--- src/fsr_pkg.sv ---
// shared constants for the flash status/protect register bank
// assumes a standard spi mode 0 host; bit positions are status word bits s0..s23
package fsr_pkg;
    // instruction opcodes
    localparam logic [7:0] OP_WREN    = 8'h06;  // write enable
    localparam logic [7:0] OP_WRDI    = 8'h04;  // write disable
    localparam logic [7:0] OP_RDSR1   = 8'h05;  // read status one
    localparam logic [7:0] OP_RDSR2   = 8'h35;  // read status two
    localparam logic [7:0] OP_RDSR3   = 8'h15;  // read status three
    localparam logic [7:0] OP_WRSR1   = 8'h01;  // write status one
    localparam logic [7:0] OP_WRSR2   = 8'h31;  // write status two
    localparam logic [7:0] OP_WRSR3   = 8'h11;  // write status three
    localparam logic [7:0] OP_SUSPEND = 8'h75;  // erase/program suspend
    localparam logic [7:0] OP_RESUME  = 8'h7a;  // erase/program resume
    localparam logic [7:0] OP_PFX_A   = 8'haa;  // permanent lock prefix, first byte
    localparam logic [7:0] OP_PFX_B   = 8'h55;  // permanent lock prefix, second byte
    // field positions inside the 24-bit status word
    localparam int BIT_WEL  = 1;   // write enable latch
    localparam int BIT_BP0  = 2;   // protect level low bit
    localparam int BIT_TB   = 5;   // top/bottom select
    localparam int BIT_SEC  = 6;   // sector granularity
    localparam int BIT_SRP  = 7;   // status write protect
    localparam int BIT_SRL  = 8;   // status lock down
    localparam int BIT_QE   = 9;   // quad io enable
    localparam int BIT_LB1  = 11;  // first security lock bit
    localparam int BIT_CMP  = 14;  // complement protect
    localparam int BIT_SUS  = 15;  // paused operation flag
    localparam int BIT_WPS  = 18;  // protect scheme select
    localparam int BIT_DRV0 = 21;  // output strength low bit
    // bits that a status write may change (lock bits handled separately)
    localparam logic [23:0] WR_MASK   = 24'h6443fc;
    // reset values of the volatile copy of the status word (strength 11)
    localparam logic [23:0] RST_STAT  = 24'h600000;
    // output strength percentages
    localparam logic [6:0] DRV_PCT0 = 7'h64;  // 100
    localparam logic [6:0] DRV_PCT1 = 7'h4b;  // 75
    localparam logic [6:0] DRV_PCT2 = 7'h32;  // 50
    localparam logic [6:0] DRV_PCT3 = 7'h19;  // 25
    // region sizes in address bits
    localparam int SECTOR_SHIFT = 12;  // 4KB
    localparam int BLOCK_SHIFT  = 16;  // 64KB
    localparam int ADDR_W       = 22;  // array address width
    localparam int LOCK_COUNT   = 94;  // individual lock bits
endpackage

--- src/fsr_lock_if.sv ---
// carrier between the bank and the individual lock store
// assumes both ends on the same clock
`timescale 1ns/10ps
interface fsr_lock_if #(parameter int N = 94, parameter int AW = 7);
    logic          wr_en;    // write one lock bit
    logic [AW-1:0] wr_idx;   // lock bit index
    logic          wr_val;   // new value
    logic [AW-1:0] rd_idx;   // looked-up index
    logic          rd_val;   // registered lookup
    modport bank  (output wr_en, output wr_idx, output wr_val, output rd_idx, input rd_val);
    modport store (input wr_en, input wr_idx, input wr_val, input rd_idx, output rd_val);
endinterface

--- src/fsr_bank.sv ---
// status and configuration register bank of a serial flash, spi side
// assumes spi mode 0: SCK idle low, data sampled on rising edge, msb first;
// SCK, CS_N, SI and WP_N are asynchronous and are synchronised to CLK.
// Notes on behaviour
// - top/bottom bit picks array end, default top
// - top/bottom changes only via permitted status write
// - granularity bit selects 4KB or 64KB units
// - complement bit s14 inverts protected region
// - both locks clear: write needs only latch
// - protect bit set, pin low: writes refused
// - protect bit set, pin high: latch suffices
// - lock-down refuses writes until power cycle
// - prefix AAh 55h makes lock permanent
// - pin gates writes only outside quad mode
// - suspend 75h sets paused flag s15
// - resume 7Ah or power cycle clears flag
// - three security locks s13..s11 individually settable
// - security locks clear only on por with rstn low
// - quad enable low keeps hold, no quad
// - quad enable high frees lines, disables hold
// - scheme bit selects level bits or locks
// - individual locks all set on reset
// - strength field decodes 100/75/50/25, default 25
// - reserved bits unaffected by writes
// - completed status write clears write latch
// - program/erase into protected region ignored
`timescale 1ns/10ps
module fsr_bank #(
    parameter int LOCKS = fsr_pkg::LOCK_COUNT
)(
    input  wire logic        CLK,
    input  wire logic        RSTN,
    input  wire logic        POR_N,
    input  wire logic        SCK,
    input  wire logic        CS_N,
    input  wire logic        SI,
    input  wire logic        WP_N,
    input  wire logic        QUAD_ACTIVE,
    input  wire logic        PE_REQ,
    input  wire logic [21:0] PE_ADDR,
    input  wire logic        PE_SECTOR,
    input  wire logic        LOCK_WR,
    input  wire logic [6:0]  LOCK_IDX,
    input  wire logic        LOCK_VAL,
    output logic             SO,
    output logic             SO_OE,
    output logic             PE_GRANT,
    output logic             PE_DONE,
    output logic             HOLD_ENABLE,
    output logic             QUAD_ALLOWED,
    output logic [6:0]       DRIVE_PCT,
    output logic [2:0]       SECURITY_RO,
    output logic             PAUSED
);
    ////////////////////////////////////////////////////////////////////////
    // synchronisers
    logic [1:0] sck_s;   // clock pin
    logic [1:0] cs_s;    // chip select
    logic [1:0] si_s;    // data in
    logic [1:0] wp_s;    // write protect pin
    logic       sck_d;   // previous synced clock for edge finding

    always_ff @(posedge CLK)
    begin
        if (!RSTN)
        begin
            sck_s <= 2'b00;
            cs_s  <= 2'b11;
            si_s  <= 2'b00;
            wp_s  <= 2'b11;
            sck_d <= 1'b0;
        end
        else
        begin
            sck_s <= {sck_s[0], SCK};
            cs_s  <= {cs_s[0], CS_N};
            si_s  <= {si_s[0], SI};
            wp_s  <= {wp_s[0], WP_N};
            sck_d <= sck_s[1];
        end
    end

    logic sck_rise;  // sample point
    logic sck_fall;  // shift-out point
    logic sel;       // frame active
    assign sck_rise = sel && sck_s[1] && !sck_d;
    assign sck_fall = sel && !sck_s[1] && sck_d;
    assign sel      = !cs_s[1];

    ////////////////////////////////////////////////////////////////////////
    // byte deserialiser
    logic [2:0]  bit_r;     // bit within byte
    logic [7:0]  shf_r;     // shift register in
    logic [2:0]  nbyte_r;   // bytes taken this frame, saturating
    logic [7:0]  op_r;      // opcode of frame
    logic [15:0] data_r;    // up to two data bytes
    logic        byte_done; // full byte this cycle
    logic [7:0]  byte_val;  // that byte
    assign byte_done = sck_rise && (bit_r == 3'h7);
    assign byte_val  = {shf_r[6:0], si_s[1]};

    // shifts in on rising edges, restarts per frame
    always_ff @(posedge CLK)
    begin
        if (!RSTN || !sel)
        begin
            bit_r   <= 3'h0;
            shf_r   <= 8'h00;
            nbyte_r <= 3'h0;
            op_r    <= 8'h00;
            data_r  <= 16'h0000;
        end
        else if (sck_rise)
        begin
            bit_r <= bit_r + 3'h1;
            shf_r <= byte_val;
            if (byte_done)
            begin
                if (nbyte_r == 3'h0)
                    op_r <= byte_val;
                else if (nbyte_r < 3'h3)
                    data_r <= {data_r[7:0], byte_val};
                if (nbyte_r != 3'h7)
                    nbyte_r <= nbyte_r + 3'h1;
            end
        end
    end

    // frame end: detect cs rising
    logic sel_d;  // delayed frame flag
    always_ff @(posedge CLK)
    begin
        if (!RSTN)
            sel_d <= 1'b0;
        else
            sel_d <= sel;
    end
    logic frame_end;  // one-cycle pulse at cs release
    assign frame_end = sel_d && !sel;

    ////////////////////////////////////////////////////////////////////////
    // status word and write gate
    logic [23:0] stat_r;     // volatile status copy
    logic        perm_r;     // permanent status lock
    logic [1:0]  pfx_r;      // prefix progress
    logic        wr_ok;      // status writes allowed
    logic        wr_cmd;     // a well-formed write status frame ended
    logic [23:0] wr_word;    // incoming bits placed at their positions
    logic [23:0] wr_sel;     // positions this write touches

    // srl/srp/pin gate; pin only counts outside quad mode
    assign wr_ok = stat_r[fsr_pkg::BIT_WEL] && !perm_r
                 && !stat_r[fsr_pkg::BIT_SRL]
                 && (!stat_r[fsr_pkg::BIT_SRP]
                     || QUAD_ACTIVE
                     || wp_s[1]);

    // only exact byte counts commit; partial frames drop
    always_comb
    begin
        wr_cmd  = 1'b0;
        wr_word = 24'h000000;
        wr_sel  = 24'h000000;
        if (frame_end && bit_r == 3'h0)
        begin
            if (op_r == fsr_pkg::OP_WRSR1 && nbyte_r == 3'h3)
            begin
                wr_cmd  = 1'b1;
                wr_word = {8'h00, data_r[7:0], data_r[15:8]};
                wr_sel  = 24'h00ffff;
            end
            else if (op_r == fsr_pkg::OP_WRSR1 && nbyte_r == 3'h2)
            begin
                wr_cmd  = 1'b1;
                wr_word = {16'h0000, data_r[7:0]};
                wr_sel  = 24'h0000ff;
            end
            else if (op_r == fsr_pkg::OP_WRSR2 && nbyte_r == 3'h2)
            begin
                wr_cmd  = 1'b1;
                wr_word = {8'h00, data_r[7:0], 8'h00};
                wr_sel  = 24'h00ff00;
            end
            else if (op_r == fsr_pkg::OP_WRSR3 && nbyte_r == 3'h2)
            begin
                wr_cmd  = 1'b1;
                wr_word = {data_r[7:0], 16'h0000};
                wr_sel  = 24'hff0000;
            end
        end
    end

    logic        frame_op;  // a one-byte instruction frame ended
    assign frame_op = frame_end && nbyte_r == 3'h1 && bit_r == 3'h0;

    // prefix tracker: AAh frame, then 55h frame, then the write
    always_ff @(posedge CLK)
    begin
        if (!POR_N)
            pfx_r <= 2'h0;
        else if (frame_op && op_r == fsr_pkg::OP_PFX_A)
            pfx_r <= 2'h1;
        else if (frame_op && op_r == fsr_pkg::OP_PFX_B && pfx_r == 2'h1)
            pfx_r <= 2'h2;
        else if (frame_end)
            pfx_r <= 2'h0;
    end

    // permanent lock survives power cycles of this model unless rstn is low as well
    always_ff @(posedge CLK)
    begin
        if (!RSTN && !POR_N)
            perm_r <= 1'b0;
        else if (wr_cmd && wr_ok && pfx_r == 2'h2 && wr_word[fsr_pkg::BIT_SRL])
            perm_r <= 1'b1;
    end

    // status bits; por models the power cycle, rstn a soft reset
    always_ff @(posedge CLK)
    begin
        if (!POR_N)
            stat_r <= fsr_pkg::RST_STAT | (RSTN ? stat_r & (24'h7 << fsr_pkg::BIT_LB1) : 24'h0);
        else if (!RSTN)
            stat_r[fsr_pkg::BIT_WEL] <= 1'b0;
        else if (wr_cmd)
        begin
            if (wr_ok)
            begin
                // masked write; reserved bits stay put
                stat_r <= (stat_r & ~(wr_sel & fsr_pkg::WR_MASK))
                        | (wr_word & wr_sel & fsr_pkg::WR_MASK)
                        | (stat_r & (24'h7 << fsr_pkg::BIT_LB1))
                        | (wr_word & wr_sel & (24'h7 << fsr_pkg::BIT_LB1));
            end
            stat_r[fsr_pkg::BIT_WEL] <= 1'b0;
        end
        else if (frame_op && op_r == fsr_pkg::OP_WREN)
            stat_r[fsr_pkg::BIT_WEL] <= 1'b1;
        else if (frame_op && op_r == fsr_pkg::OP_WRDI)
            stat_r[fsr_pkg::BIT_WEL] <= 1'b0;
        else if (frame_op && op_r == fsr_pkg::OP_SUSPEND)
            stat_r[fsr_pkg::BIT_SUS] <= 1'b1;
        else if (frame_op && op_r == fsr_pkg::OP_RESUME)
            stat_r[fsr_pkg::BIT_SUS] <= 1'b0;
        else if (PE_DONE)
            stat_r[fsr_pkg::BIT_WEL] <= 1'b0;
    end

    ////////////////////////////////////////////////////////////////////////
    // status read-out, shifted on falling edges
    logic [7:0] out_r;  // byte being shifted out
    always_ff @(posedge CLK)
    begin
        if (!RSTN || !sel)
            out_r <= 8'h00;
        else if (sck_fall && bit_r == 3'h0 && nbyte_r != 3'h0)
        begin
            if (op_r == fsr_pkg::OP_RDSR1)
                out_r <= stat_r[7:0];
            else if (op_r == fsr_pkg::OP_RDSR2)
                out_r <= stat_r[15:8];
            else if (op_r == fsr_pkg::OP_RDSR3)
                out_r <= stat_r[23:16];
            else
                out_r <= 8'h00;
        end
        else if (sck_fall)
            out_r <= {out_r[6:0], 1'b0};
    end
    assign SO    = out_r[7];
    assign SO_OE = sel && nbyte_r != 3'h0
                 && (op_r == fsr_pkg::OP_RDSR1 || op_r == fsr_pkg::OP_RDSR2 || op_r == fsr_pkg::OP_RDSR3);

    ////////////////////////////////////////////////////////////////////////
    // configuration outputs
    logic [1:0] drv;  // strength field
    assign drv          = stat_r[fsr_pkg::BIT_DRV0 +: 2];
    assign DRIVE_PCT    = (drv == 2'b00) ? fsr_pkg::DRV_PCT0 :
                          (drv == 2'b01) ? fsr_pkg::DRV_PCT1 :
                          (drv == 2'b10) ? fsr_pkg::DRV_PCT2 : fsr_pkg::DRV_PCT3;
    assign HOLD_ENABLE  = !stat_r[fsr_pkg::BIT_QE];
    assign QUAD_ALLOWED = stat_r[fsr_pkg::BIT_QE];
    assign SECURITY_RO  = stat_r[fsr_pkg::BIT_LB1 +: 3];
    assign PAUSED       = stat_r[fsr_pkg::BIT_SUS];

    ////////////////////////////////////////////////////////////////////////
    // array protection check for program/erase requests
    logic [2:0] bp;      // protect level
    logic [5:0] ublk;    // 64KB block index of target
    logic [3:0] usec;    // 4KB sector within block
    logic       hit;     // target inside level-bit region
    logic       pe_r;    // request in check, second cycle
    logic [6:0] lk_idx;  // individual lock index of target
    assign bp   = stat_r[fsr_pkg::BIT_BP0 +: 3];
    assign ublk = PE_ADDR[21:16];
    assign usec = PE_ADDR[15:12];

    // region decode; a block request into the edge block counts as protected whole
    always_comb
    begin
        logic [5:0] b;
        logic [3:0] s;
        logic [3:0] n;
        b   = stat_r[fsr_pkg::BIT_TB] ? ublk : ~ublk;
        s   = stat_r[fsr_pkg::BIT_TB] ? usec : ~usec;
        n   = 4'h0;
        hit = 1'b0;
        if (bp == 3'h7)
            hit = 1'b1;
        else if (bp == 3'h0)
            hit = 1'b0;
        else if (!stat_r[fsr_pkg::BIT_SEC])
            hit = (int'(b) < (1 << (int'(bp) - 1)));
        else
        begin
            n   = (bp[2]) ? 4'h8 : (4'h1 << (bp[1:0] - 2'h1));
            hit = (b == 6'h00) && ((s < n) || !PE_SECTOR);
        end
        if (stat_r[fsr_pkg::BIT_CMP])
            hit = !hit || (!PE_SECTOR && bp != 3'h0 && stat_r[fsr_pkg::BIT_SEC] && b == 6'h00);
    end

    // lock index: edge blocks by sector, others by block
    assign lk_idx = (ublk == 6'h00) ? {3'h0, usec}
                  : (ublk == 6'h3f) ? 7'h10 + {3'h0, usec}
                  : 7'h1f + {1'b0, ublk};

    fsr_lock_if #(.N(LOCKS), .AW(7)) lk ();
    assign lk.wr_en  = LOCK_WR;
    assign lk.wr_idx = LOCK_IDX;
    assign lk.wr_val = LOCK_VAL;
    assign lk.rd_idx = lk_idx;

    fsr_lock_mem #(.N(LOCKS)) u_locks (
        .clk   (CLK),
        .rst_n (RSTN),
        .lk    (lk.store)
    );

    logic hit_r;  // level-bit verdict held for the lock lookup cycle
    // two-cycle check: lookup is registered in the store
    always_ff @(posedge CLK)
    begin
        if (!RSTN)
        begin
            pe_r     <= 1'b0;
            hit_r    <= 1'b0;
            PE_GRANT <= 1'b0;
            PE_DONE  <= 1'b0;
        end
        else
        begin
            pe_r     <= PE_REQ && stat_r[fsr_pkg::BIT_WEL];
            hit_r    <= hit;
            PE_DONE  <= pe_r;
            // scheme select picks locks or level bits
            PE_GRANT <= pe_r && (stat_r[fsr_pkg::BIT_WPS] ? !lk.rd_val : !hit_r);
        end
    end
endmodule

--- src/fsr_lock_mem.sv ---
// individual sector/block lock store, one bit per region
// assumes synchronous active-low reset shared with the bank
`timescale 1ns/10ps
module fsr_lock_mem #(
    parameter int N = 94
)(
    input  wire logic clk,
    input  wire logic rst_n,
    fsr_lock_if.store lk
);
    logic [N-1:0] lock_r;  // lock bits, 1 = protected

    ////////////////////////////////////////////////////////////////////////
    // every lock sets on reset; single writes otherwise
    always_ff @(posedge clk)
    begin
        if (!rst_n)
            lock_r <= '1;
        else if (lk.wr_en && (int'(lk.wr_idx) < N))
            lock_r[lk.wr_idx] <= lk.wr_val;
    end

    // registered read port
    always_ff @(posedge clk)
    begin
        if (!rst_n)
            lk.rd_val <= 1'b1;
        else
            lk.rd_val <= (int'(lk.rd_idx) < N) ? lock_r[lk.rd_idx] : 1'b1;
    end
endmodule

--- config.mk ---
export PLATFORM = sky130hd
export DESIGN_NAME = fsr_bank
export DESIGN_NICKNAME = d
export VERILOG_FILES = /design/src/fsr_pkg.sv /design/src/fsr_lock_if.sv /design/src/fsr_bank.sv /design/src/fsr_lock_mem.sv
export SDC_FILE = /design/constraint.sdc
export NUM_CORES = 1
export LEC_CHECK = 0
export BUFFER_PORTS_ARGS = -buffer_cell sky130_fd_sc_hd__buf_2
export CAP_MARGIN = 25
export CELL_PAD_IN_SITES_DETAIL_PLACEMENT = 1
export CELL_PAD_IN_SITES_GLOBAL_PLACEMENT = 1
export CORE_MARGIN = 1.5
export CORE_UTILIZATION = 50
export CTS_CLUSTER_DIAMETER = 50
export DETAILED_ROUTE_END_ITERATION = 8
export HOLD_SLACK_MARGIN = 0.15
export PLACE_DENSITY_LB_ADDON = 0.08
export SYNTH_ARGS = -nofsm -noshare
export SYNTH_HDL_FRONTEND = slang
export SYNTH_SLANG_ARGS = --single-unit
--- constraint.sdc ---
create_clock -name CLK -period 8.5 [get_ports CLK]
set_input_delay 1.275 -clock CLK [delete_from_list [all_inputs] [get_ports CLK]]
set_output_delay 1.275 -clock CLK [all_outputs]
set_load 0.01 [all_outputs]
==> summary.txt, run 1 <==
Clock tree
  • Number of buffers added by the clock tree synthesis step: 17
  • Clock insertion delay at the later pin of the skew report: 0.45 ns
  • # Post-CTS Setup Buffers: 0
  • Max clock buf depth: 2
  • Worst-path clk slew: 0.07 ns
  • Clock tree from TritonCTS: built
  • TritonCTS Sinks: 177
  • Clock Root Buffer: sky130_fd_sc_hd__clkbuf_16
  • Post-CTS Hold Buffers: 0
  • Number of gates resized after cts: 0
  • Maximum level of the CTS H-tree: 4

STA
  • Number of pins exceeding their max-slew limit in the final report: 0
  • Finish-stage setup viols: 0
  • Tightest Pin Transition: 1.04 ns
  • Worst slew margin relative to its limit: 30.5%
  • Setup total negative slack: 0 ns
  • Achievable Freq: 213 MHz
  • Post-route clock period utilization: 55.3%
  • Final Critical Period: 4.70 ns
  • Final hold viol count: 0
  • Worst setup skew after layout: 0.0146 ns
  • RSZ-0062 raised after global routing: false

Global routing
  • Total routing usage reported by global routing: 30.8%
  • Global-route wire length before repair: 47900 um
  • Congestion Overflow GR: 0
  • Antenna violations before repair: 0
  • Via count of the first global-routing pass: 9006
  • Largest net degree at the start of global routing: 95

Synth
  • Number of nets in the synthesized netlist: 1246
  • Most used flip-flop cell after synthesis: sky130_fd_sc_hd__dfxtp_1
  • Synth Instances: 1172
  • Number of storage elements in the synthesis netlist: 177
  • Avg Inst Size Synth: 8.06 um^2
  • EDFF count, synth: 20
  • Total number of yosys warnings: 0
  • Sequential element share of the synthesized area: 39.7%
  • Share of flip-flops with an asynchronous set or reset after synthesis: 0%
  • Combined area of all synthesized cells: 0.00944 mm^2
  • Count of unique library cells instantiated by Yosys: 71

Critical path
  • Endpoint of the lowest-slack register-to-register path: stat_r[5]
  • Largest stage delay, worst path: 0.83 ns
  • Worst endpoint required time: 8.82 ns
  • CP max FO: 17
  • CP bufs+invs: 3
  • Worst path slowest cell: sky130_fd_sc_hd__nor2_2
  • Dominant cell type by count on the critical path: sky130_fd_sc_hd__mux2i_1
  • CP arrival: 5.01 ns
  • Worst setup path class: input pin to flip-flop
  • CP top delay family: simple AND/OR/NAND/NOR gates
  • Worst R2R Start: op_r[0]
  • Startpoint Class: input pin
  • Register-to-Register Setup Slack: 5.32 ns
  • Cell count of the worst reg-to-reg path: 7
  • Worst Setup End Kind: flip-flop
  • Chain of cells forming the critical path: buf_2, inv_1, ha_1, or2b_2, o221a_2, nor2_2, buf_4, mux2i_1, mux2i_1, a22oi_1, a211oi_1, or4_1

Die
  • Die Y-Extent: 140 um
  • Ports: 58
  • Initial standard-cell utilization of the core: 50.8%
  • Area of the placeable core: 0.0186 mm^2
  • Die Footprint: 0.0197 mm^2
  • Cell row count: 50
  • Die width: 140 um

Power
  • Total power divided by cell area: 182 mW/mm^2
  • Maximum ir drop on the vdd rail: 0.154 mV
  • Pwr Total: 0.00189 W
  • Static power due to leakage: 4.21 nW

Cells and area
  • Most frequent cells in the layout: 187 x sky130_fd_sc_hd__nand2_1, 177 x sky130_fd_sc_hd__nand3_1, 157 x sky130_fd_sc_hd__dfxtp_1
  • Post-route design area: 0.0104 mm^2
  • Number of diodes added for antenna fixing: 0
  • Commonest non-fill, non-tap cell in the layout: sky130_fd_sc_hd__nand2_1
  • Layout Area Growth over Synthesis: 9.91%
  • Fraction of layout cells with a size suffix above 1: 10.7%
  • Nets@finish: 1243

Route
  • Post-route ant nets: 0
  • First-pass detailed-route iteration total: 7
  • Average routed wire per standard cell: 21.0 um
  • Total detailed-routing wirelength: 29700 um
  • Post-DR vias/cell: 6.20
  • DRC violations left: 0
  • DRC marker count from the first detailed-route iteration: 569
  • Total number of vias: 8786

Place
  • DP HPWL: 19400 um
  • Instance area at placement: 0.00975 mm^2
  • RD Place Congestion: 0.889
  • Count of input and output buffers: 45

Job
  • Max-capacitance violation count: 0

Outcome
  • Run status: complete, no violations

Min path
  • Number of cells on the worst hold path: 1
  • Min-Delay Endpoint: cs_s[1]
  • Hold Crit Start: cs_s[0]
  • Hold WC Path Type: flip-flop to flip-flop
==> power breakdown <==
group          leakage, nW  internal, W  switching [W]  total [W]
registers             1.47     0.000853     0.00000872   0.000862
clock network        0.306     0.000451       0.000383   0.000834
logic                 2.43    0.0000614       0.000131   0.000193
total                 4.21      0.00137       0.000523    0.00189
==> stage by stage <==
stage | utilization, % | hold slack (ns) | instances | worst slack [ns]
finish | 55.9 | 0.414 | 1416 | 3.80
CTS | 55.8 | 0.418 | 1415 | 3.83
detailed placement | 52.5 | 0.401 | 1383 | 3.40
global route | 55.9 | 0.423 | 1416 | 3.68
global placement | 52.5 | 0.394 | 1383 | 3.44
floorplan | - | 0.386 | 1172 | 4.54
==> cell type report <==
| class | count | area (um^2) |
|---|---|---|
| fillers | 2273 | 8200 |
| multi-input cells | 875 | 5200 |
| flip-flops and latches | 177 | 3740 |
| clock buffers | 17 | 425 |
| repair buffers | 69 | 408 |
| well taps | 234 | 293 |
| clock inverters | 15 | 196 |
| inverters | 29 | 109 |
==> synthesized netlist by cell type (9+ instances only) <==
cell / n / area [um^2]
sky130_fd_sc_hd__a211oi_1: 16 / 120
sky130_fd_sc_hd__and2_1: 14 / 87.6
sky130_fd_sc_hd__a221oi_1: 14 / 123
sky130_fd_sc_hd__o21ai_0: 51 / 255
sky130_fd_sc_hd__dfxtp_1: 157 / 3140
sky130_fd_sc_hd__o211ai_1: 14 / 105
sky130_fd_sc_hd__nand3_1: 177 / 886
sky130_fd_sc_hd__nand2_1: 187 / 702
sky130_fd_sc_hd__nand4_1: 39 / 244
sky130_fd_sc_hd__ha_1: 33 / 413
sky130_fd_sc_hd__clkbuf_1: 71 / 267
sky130_fd_sc_hd__nor3_1: 13 / 65.1
sky130_fd_sc_hd__a21oi_1: 29 / 145
sky130_fd_sc_hd__nor2_1: 88 / 330
sky130_fd_sc_hd__nand2b_1: 10 / 62.6
sky130_fd_sc_hd__edfxtp_1: 20 / 601
sky130_fd_sc_hd__xnor2_1: 10 / 87.6
sky130_fd_sc_hd__mux2i_1: 53 / 531
sky130_fd_sc_hd__nor2b_1: 9 / 56.3
sky130_fd_sc_hd__inv_1: 29 / 109
==> worst max path at each step <==
stage,from,to,slack (ns),cells after the start
after floorplan,PE_ADDR[19],u_locks.lk.rd_val,4.54,11
after global placement,PE_ADDR[16],u_locks.lk.rd_val,3.44,12
after detailed placement,PE_ADDR[16],u_locks.lk.rd_val,3.40,12
after CTS,PE_ADDR[16],u_locks.lk.rd_val,3.83,12
after global routing,PE_ADDR[16],u_locks.lk.rd_val,3.68,12
final,PE_ADDR[16],u_locks.lk.rd_val,3.80,12
==> cells by family (layout without fill, tap and decap cells) <==
logic type,after synthesis,in the layout,share of synthesized area (%)
AO/OA/AOI/OAI,193,193,14.1
flip-flops,177,177,39.7
multiplexers,54,54,5.74
XOR/XNOR,13,13,1.21
AND/OR/NAND/NOR,582,582,29.4
adder cells (fa/ha/maj),33,33,4.37
buffers and inverters,120,130,5.50
==> sequential cells by signal, summed over array words and instances, names as in the netlist, 3 cells and up <==
signal	flops
u_locks.lock_r	94
stat_r	22
data_r	14
op_r	8
out_r	8
shf_r	7
bit_r	3
nbyte_r	3
==> per-layer routing <==
layer  vias up  part of all wire [%]  track usage (%)  wire length [um]
li1       4167                     -                -                 -
met1      4363                    44             38.1             13100
met2       201                    50             54.2             14800
met3        55                   3.5             4.99              1050
met4         0                   2.8             11.1               820
met5         -                     0                0                 0
No activity file was read; power rests on OpenSTA's default activity.
==> run 2, diff against run 1 <==
--- a/config.mk
+++ b/config.mk
@@ -5,12 +5,13 @@
 export SDC_FILE = /design/constraint.sdc
 export NUM_CORES = 1
 export LEC_CHECK = 0
+export ABC_AREA = 1
 export BUFFER_PORTS_ARGS = -buffer_cell sky130_fd_sc_hd__buf_2
 export CAP_MARGIN = 25
 export CELL_PAD_IN_SITES_DETAIL_PLACEMENT = 1
 export CELL_PAD_IN_SITES_GLOBAL_PLACEMENT = 1
 export CORE_MARGIN = 1.5
-export CORE_UTILIZATION = 50
+export CORE_UTILIZATION = 45
 export CTS_CLUSTER_DIAMETER = 50
 export DETAILED_ROUTE_END_ITERATION = 8
 export HOLD_SLACK_MARGIN = 0.15
==> constraint.sdc (replaced) <==
create_clock -name CLK -period 4.5 [get_ports CLK]
set_input_delay 0.675 -clock CLK [delete_from_list [all_inputs] [get_ports CLK]]
set_output_delay 0.675 -clock CLK [all_outputs]
set_load 0.01 [all_outputs]
==> run 2 against run 1 <==
  * Sequential power increased by 88%
  * Synthesized area up 1.6%
  * Cell area up 2.0%
  * Critical path type is now flip-flop to output port
  * Largest power group unchanged
==> summary.txt, run 2 <==
Outcome
  • Run status: complete, no violations

Cells and area
  • Register with the most flip-flops: u_locks.lock_r
  • Flip-flop count of the largest register, all copies and words added: 94
  • Commonest non-fill, non-tap cell in the layout: sky130_fd_sc_hd__nand3_1
  • Final design utilization: 50.5%
  • Nets@finish: 1444
  • Most frequent cells in the layout: 293 x sky130_fd_sc_hd__nand3_1, 206 x sky130_fd_sc_hd__nand2_1, 183 x sky130_fd_sc_hd__inv_1
  • Number of diodes added for antenna fixing: 0
  • Layout Area Growth over Synthesis: 10.4%
  • Fraction of layout cells with a size suffix above 1: 10.3%
  • Largest registers: u_locks.lock_r x94, stat_r x22, data_r x14

Route
  • Post-route ant nets: 0
  • DRC violations left: 0
  • Total number of vias: 9337
  • DRC marker count from the first detailed-route iteration: 638
  • First-pass detailed-route iteration total: 5
  • Post-DR vias/cell: 5.63
  • Average routed wire per standard cell: 19.0 um
  • Total detailed-routing wirelength: 31500 um

STA
  • Setup total negative slack: 0 ns
  • Final Critical Period: 2.97 ns
  • Finish-stage setup viols: 0
  • Tightest Pin Transition: 1.06 ns
  • Worst setup skew after layout: 0.0183 ns
  • Worst slew margin relative to its limit: 29.2%
  • Final hold viol count: 0
  • Post-route clock period utilization: 65.9%
  • RSZ-0062 raised after global routing: false
  • Achievable Freq: 337 MHz
  • Number of pins exceeding their max-slew limit in the final report: 0

Synth
  • Synth Instances: 1357
  • Cell taking the most area after synthesis: sky130_fd_sc_hd__dfxtp_1
  • Sequential element share of the synthesized area: 39.0%
  • Combined area of all synthesized cells: 0.00959 mm^2
  • Top cells by area in the synthesized netlist: sky130_fd_sc_hd__dfxtp_1 33%, sky130_fd_sc_hd__nand3_1 15%, sky130_fd_sc_hd__nand2_1 8.1%
  • Share of flip-flops with an asynchronous set or reset after synthesis: 0%
  • Number of nets in the synthesized netlist: 1431
  • Area share of the leading cell type in the synthesized netlist: 32.8%
  • Most common library cells after synthesis: 293 x sky130_fd_sc_hd__nand3_1, 206 x sky130_fd_sc_hd__nand2_1, 183 x sky130_fd_sc_hd__inv_1
  • Avg Inst Size Synth: 7.07 um^2
  • Number of storage elements in the synthesis netlist: 177
  • Most used flip-flop cell after synthesis: sky130_fd_sc_hd__dfxtp_1
  • EDFF count, synth: 20
  • Count of unique library cells instantiated by Yosys: 44
  • Cell with the most instances after synthesis: sky130_fd_sc_hd__nand3_1
  • Total number of yosys warnings: 0

Job
  • Max-capacitance violation count: 0

Power
  • Proportion of power drawn by flip-flops and latches: 45.4%
  • Internal power summed over all cells: 0.00248 W
  • Clock power frac: 44.1%
  • Static power due to leakage: 4.76 nW
  • Maximum ir drop on the vdd rail: 0.240 mV
  • Part of the power in combinational logic: 10.5%
  • Switch share: 30.6%
  • Psw: 0.00109 W
  • Total power divided by cell area: 338 mW/mm^2

Clock tree
  • Clock Root Buffer: sky130_fd_sc_hd__clkbuf_16
  • Number of gates resized after cts: 0
  • # Post-CTS Setup Buffers: 0
  • Clock tree from TritonCTS: built
  • Max clock buf depth: 2
  • Post-CTS Hold Buffers: 0
  • Worst-path clk slew: 0.09 ns
  • Number of buffers added by the clock tree synthesis step: 17
  • Clock insertion delay at the later pin of the skew report: 0.44 ns
  • TritonCTS Sinks: 177
  • Maximum level of the CTS H-tree: 4

Place
  • RD Place Congestion: 0.842
  • DP HPWL: 20700 um
  • Count of input and output buffers: 45

Global routing
  • Antenna violations before repair: 0
  • Largest net degree at the start of global routing: 95
  • Congestion Overflow GR: 0
  • Via count of the first global-routing pass: 9235
  • Total routing usage reported by global routing: 29.1%
  • Global-route wire length before repair: 50100 um

Critical path
  • Worst setup path class: flip-flop to output port
  • CP arrival: 2.29 ns
  • Worst endpoint required time: 3.83 ns
  • CP max FO: 6
  • Startpoint Class: flip-flop
  • Worst Setup End Kind: output port

Die
  • Die width: 149 um
  • Cell row count: 53
  • Initial standard-cell utilization of the core: 45.8%
  • Die Footprint: 0.0222 mm^2
  • Ports: 58
  • Die Y-Extent: 149 um
  • Area of the placeable core: 0.0210 mm^2

Min path
  • Hold WC Path Type: input pin to flip-flop
## run 2: changes by cell type after synthesis, sizes merged, moves of 11 or more
cell / before / now
a221oi: 14 / 1
a211oi: 16 / 4
buf: 20 / 31
clkbuf: 71 / 34
nand2: 187 / 219
nand4: 39 / 4
and2: 14 / 0
nand3: 178 / 296
a21oi: 29 / 57
o21ai: 54 / 153
mux2i: 53 / 0
inv: 29 / 189
## run 2: final timing paths
check	from	end	slack, ns	cells past startpoint
setup / recovery	op_r[7]	SO_OE	1.53	8
hold / removal	WP_N	wp_s[0]	0.41	2
setup reg to reg	stat_r[2]	hit_r	1.83	15
hold reg to reg	cs_s[0]	cs_s[1]	0.42	1
## run 2: metal layers
metal | GRT usage [%] | vias to the layer above | routed length [um]
li1 | - | 4524 | -
met1 | 40.5 | 4554 | 15000
met5 | 0 | - | 0
met2 | 47.4 | 227 | 14500
met3 | 4.86 | 32 | 1650
met4 | 6.29 | 0 | 373
## run 2: cell families (layout without fill, tap and decap cells)
logic type               count (synthesis)  in the layout  synth area share, %
flip-flops                             177            177                 39.0
AND/OR/NAND/NOR                        644            644                 31.6
buffers and inverters                  255            281                 11.0
AO/OA/AOI/OAI                          238            238                 13.2
adder cells (fa/ha/maj)                 33             33                 4.31
XOR/XNOR                                10             10                0.914
## run 2: area by class of cell
type	count	area, um^2
clock buffer	17	425
clock inverter	15	200
fill	2715	10400
inverter	190	713
multi-input combinational	925	4820
sequential	177	3740
tap	275	344
timing repair buffer	59	337
## run 2: power by group through the flow
stage | registers [W] | clock network, W | logic, W
after global placement | 0.00166 | 0 | 0.000364
after floorplan | 0.00165 | 0 | 0.000252
after CTS | 0.00162 | 0.00159 | 0.000373
after detailed placement | 0.00166 | 0 | 0.000370
after global routing | 0.00163 | 0.00166 | 0.000411
final | 0.00162 | 0.00158 | 0.000374
## run 2: worst max-delay path, cell delays in order, from the launching register on
cell                       delay (ns)
sky130_fd_sc_hd__dfxtp_1         0.32
sky130_fd_sc_hd__inv_1           0.10
sky130_fd_sc_hd__nand2_2         0.08
sky130_fd_sc_hd__nor3_2          0.19
sky130_fd_sc_hd__inv_1           0.07
sky130_fd_sc_hd__nor2_1          0.38
sky130_fd_sc_hd__inv_1           0.25
sky130_fd_sc_hd__a311oi_1        0.28
sky130_fd_sc_hd__buf_2           0.18
## run 2: through the flow
stage | hold WS (ns) | total power (W) | instances | setup slack, ns | cell area [um^2]
after floorplan | 0.390 | 0.00191 | 1357 | 2.07 | 9590
after global placement | 0.393 | 0.00202 | 1625 | 1.27 | 9950
after detailed placement | 0.401 | 0.00203 | 1625 | 1.27 | 9950
after CTS | 0.402 | 0.00359 | 1657 | 1.56 | 10600
after global routing | 0.395 | 0.00369 | 1658 | 1.43 | 10600
final | 0.408 | 0.00358 | 1658 | 1.53 | 10600
==> run 3, diff against run 2 <==
--- a/config.mk
+++ b/config.mk
@@ -5,13 +5,13 @@
 export SDC_FILE = /design/constraint.sdc
 export NUM_CORES = 1
 export LEC_CHECK = 0
-export ABC_AREA = 1
+export ABC_AREA = 0
 export BUFFER_PORTS_ARGS = -buffer_cell sky130_fd_sc_hd__buf_2
 export CAP_MARGIN = 25
 export CELL_PAD_IN_SITES_DETAIL_PLACEMENT = 1
 export CELL_PAD_IN_SITES_GLOBAL_PLACEMENT = 1
 export CORE_MARGIN = 1.5
-export CORE_UTILIZATION = 45
+export CORE_UTILIZATION = 46
 export CTS_CLUSTER_DIAMETER = 50
 export DETAILED_ROUTE_END_ITERATION = 8
 export HOLD_SLACK_MARGIN = 0.15
==> constraint.sdc (replaced) <==
create_clock -name CLK -period 3 [get_ports CLK]
set_input_delay 0.45 -clock CLK [delete_from_list [all_inputs] [get_ports CLK]]
set_output_delay 0.45 -clock CLK [all_outputs]
set_load 0.01 [all_outputs]
==> run 3 against run 2 <==
  * Global-route usage fell by 0.88 points
  * Sequential cell count stayed put
  * Count of clock-buffer cells in the layout rose by 1
  * Sequential power grew 51%
  * Utilization increased by 4.1 points
  * Worst hold slack worse by 0.21 ns
  * Cell area increased by 4.0%
  * Register-to-register slack lost 1.5 ns
  * First-iteration DRC count fell by 38%
  * Wire length down 6.0%
  * Clock power rose by 37%
  * Critical endpoint is now u_locks.lk.rd_val
  * Largest power group unchanged
  * Highest routed layer unchanged
==> summary.txt, run 3 (synthesized netlist as in run 1, its figures left out) <==
STA
  • Setup WS post-layout: 0.0799 ns
  • Final hold viol count: 0
  • Hold Worst Slack: 0.194 ns
  • Tightest Pin Transition: 0.943 ns
  • RSZ-0062 raised after global routing: false
  • Finish-stage setup viols: 0
  • Worst setup skew after layout: 0.00839 ns
  • Final Critical Period: 2.92 ns
  • Post-route clock period utilization: 97.3%
  • Worst slew margin relative to its limit: 37.1%
  • Achievable Freq: 342 MHz
  • Number of pins exceeding their max-slew limit in the final report: 0

Clock tree
  • TritonCTS Sinks: 177
  • Clock tree from TritonCTS: built
  • Worst-path clk slew: 0.07 ns
  • Maximum level of the CTS H-tree: 4
  • Post-CTS Hold Buffers: 0
  • Max clock buf depth: 2
  • Clock insertion delay at the later pin of the skew report: 0.43 ns
  • Clock Root Buffer: sky130_fd_sc_hd__clkbuf_16
  • Number of buffers added by the clock tree synthesis step: 17

Place
  • Cell count after placement: 1488
  • RD Place Congestion: 0.863
  • DP HPWL: 20700 um
  • Count of input and output buffers: 45
  • Worst slack, placed: -0.332 ns

Cells and area
  • Largest registers: u_locks.lock_r x94, stat_r x22, data_r x14
  • Number of diodes added for antenna fixing: 0
  • Flip-flop count of the largest register, all copies and words added: 94
  • Commonest non-fill, non-tap cell in the layout: sky130_fd_sc_hd__nand2_1
  • Final cell count without fillers: 1521
  • Most frequent cells in the layout: 187 x sky130_fd_sc_hd__nand2_1, 177 x sky130_fd_sc_hd__nand3_1, 157 x sky130_fd_sc_hd__dfxtp_1
  • Register with the most flip-flops: u_locks.lock_r
  • Fraction of layout cells with a size suffix above 1: 16.2%
  • Nets@finish: 1312
  • Layout Area Growth over Synthesis: 16.6%

Die
  • Die Footprint: 0.0214 mm^2
  • Area of the placeable core: 0.0202 mm^2
  • Ports: 58
  • Initial standard-cell utilization of the core: 46.8%
  • Die width: 146 um
  • Cell row count: 52
  • Die Y-Extent: 146 um

Critical path
  • Chain of cells forming the critical path: buf_2, buf_4, or4_1, a222oi_1, buf_4, a21o_1, buf_12, mux2i_4, a221oi_1, o211ai_1, a31oi_1, or4_1
  • Worst path slowest cell: sky130_fd_sc_hd__or4_1
  • Worst Setup End Kind: flip-flop
  • Worst endpoint required time: 3.30 ns
  • CP max FO: 10
  • Startpoint Class: input pin
  • Largest stage delay, worst path: 0.47 ns
  • CP arrival: 3.22 ns
  • Worst setup path class: input pin to flip-flop

Power
  • Total power divided by cell area: 477 mW/mm^2
  • Maximum ir drop on the vdd rail: 0.380 mV
  • Static power due to leakage: 4.54 nW

Route
  • Total number of vias: 8935
  • DRC violations left: 0
  • Average routed wire per standard cell: 19.5 um
  • DRC marker count from the first detailed-route iteration: 394
  • First-pass detailed-route iteration total: 4
  • Post-DR vias/cell: 5.87
  • Total detailed-routing wirelength: 29600 um
  • Post-route ant nets: 0

Outcome
  • Run status: complete, no violations

Global routing
  • Antenna violations before repair: 0
  • Total routing usage reported by global routing: 28.3%
  • Via count of the first global-routing pass: 9293
  • Congestion Overflow GR: 0
  • Largest net degree at the start of global routing: 105
  • Global-route wire length before repair: 48400 um

Job
  • Max-capacitance violation count: 0

Min path
  • Hold WC Path Type: input pin to flip-flop
run 3: cell types whose count changed in the layout (fill, tap and decap cells not counted), sizes merged, moves of 9 or more:
cell,delta
a211oi,+12
a21oi,-28
a221oi,+13
and2,+14
buf,+79
inv,-164
mux2i,+53
nand2,-32
nand2b,+10
nand3,-118
nand4,+35
nor2b,+9
o211ai,+9
o21ai,-99
run 3: final timing paths:
kind	cells after the start	to	slack, ns	start
max	12	u_locks.lk.rd_val	0.08	PE_ADDR[17]
min	2	cs_s[0]	0.19	CS_N
max reg2reg	13	hit_r	0.29	stat_r[2]
min reg2reg	1	cs_s[1]	0.41	cs_s[0]
run 3: metrics by stage:
step           utilization (%)  total power, W  cell area (um^2)  TNS (ns)
4_1_cts                   54.3         0.00527             10900         0
2_1_floorplan                -         0.00287              9460         0
6_report                  54.6         0.00525             11000         0
5_1_grt                   54.6         0.00545             11000         0
3_5_place_dp              51.5         0.00312             10400    -0.332
3_3_place_gp              51.5         0.00311             10400    -0.205
run 3: critical path, delay by kind of cell:
kind                   cells  cell delay, ns
AND/OR/NAND/NOR            2            0.88
AO/OA/AOI/OAI              5            1.01
multiplexers               1            0.25
buffers and inverters      4            0.63
run 3: area by class of cell:
cell class	count	area, um^2
flip-flops and latches	177	3740
clock inverters	14	130
inverters	29	109
repair buffers	138	1000
fillers	2464	9160
clock buffers	18	429
multi-input cells	875	5260
well taps	270	338
run 3: report_power, final:
group	internal [W]	switching, W
clock	0.00116	0.00101
sequential	0.00242	0.0000225
combinational	0.000259	0.000388
total	0.00384	0.00142
run 3: repair_timing:
item,CTS,global route
endpoints found under the hold margin,0,0
resized for setup,0,12
setup endpoints to repair,0,17
setup buffers,0,1
run 3: per-layer routing:
layer / track usage, % / wire length (um)
met2: 49.1 / 14800
met4: 10.7 / 726
met5: 0 / 0
met3: 3.78 / 1030
met1: 35.7 / 13100
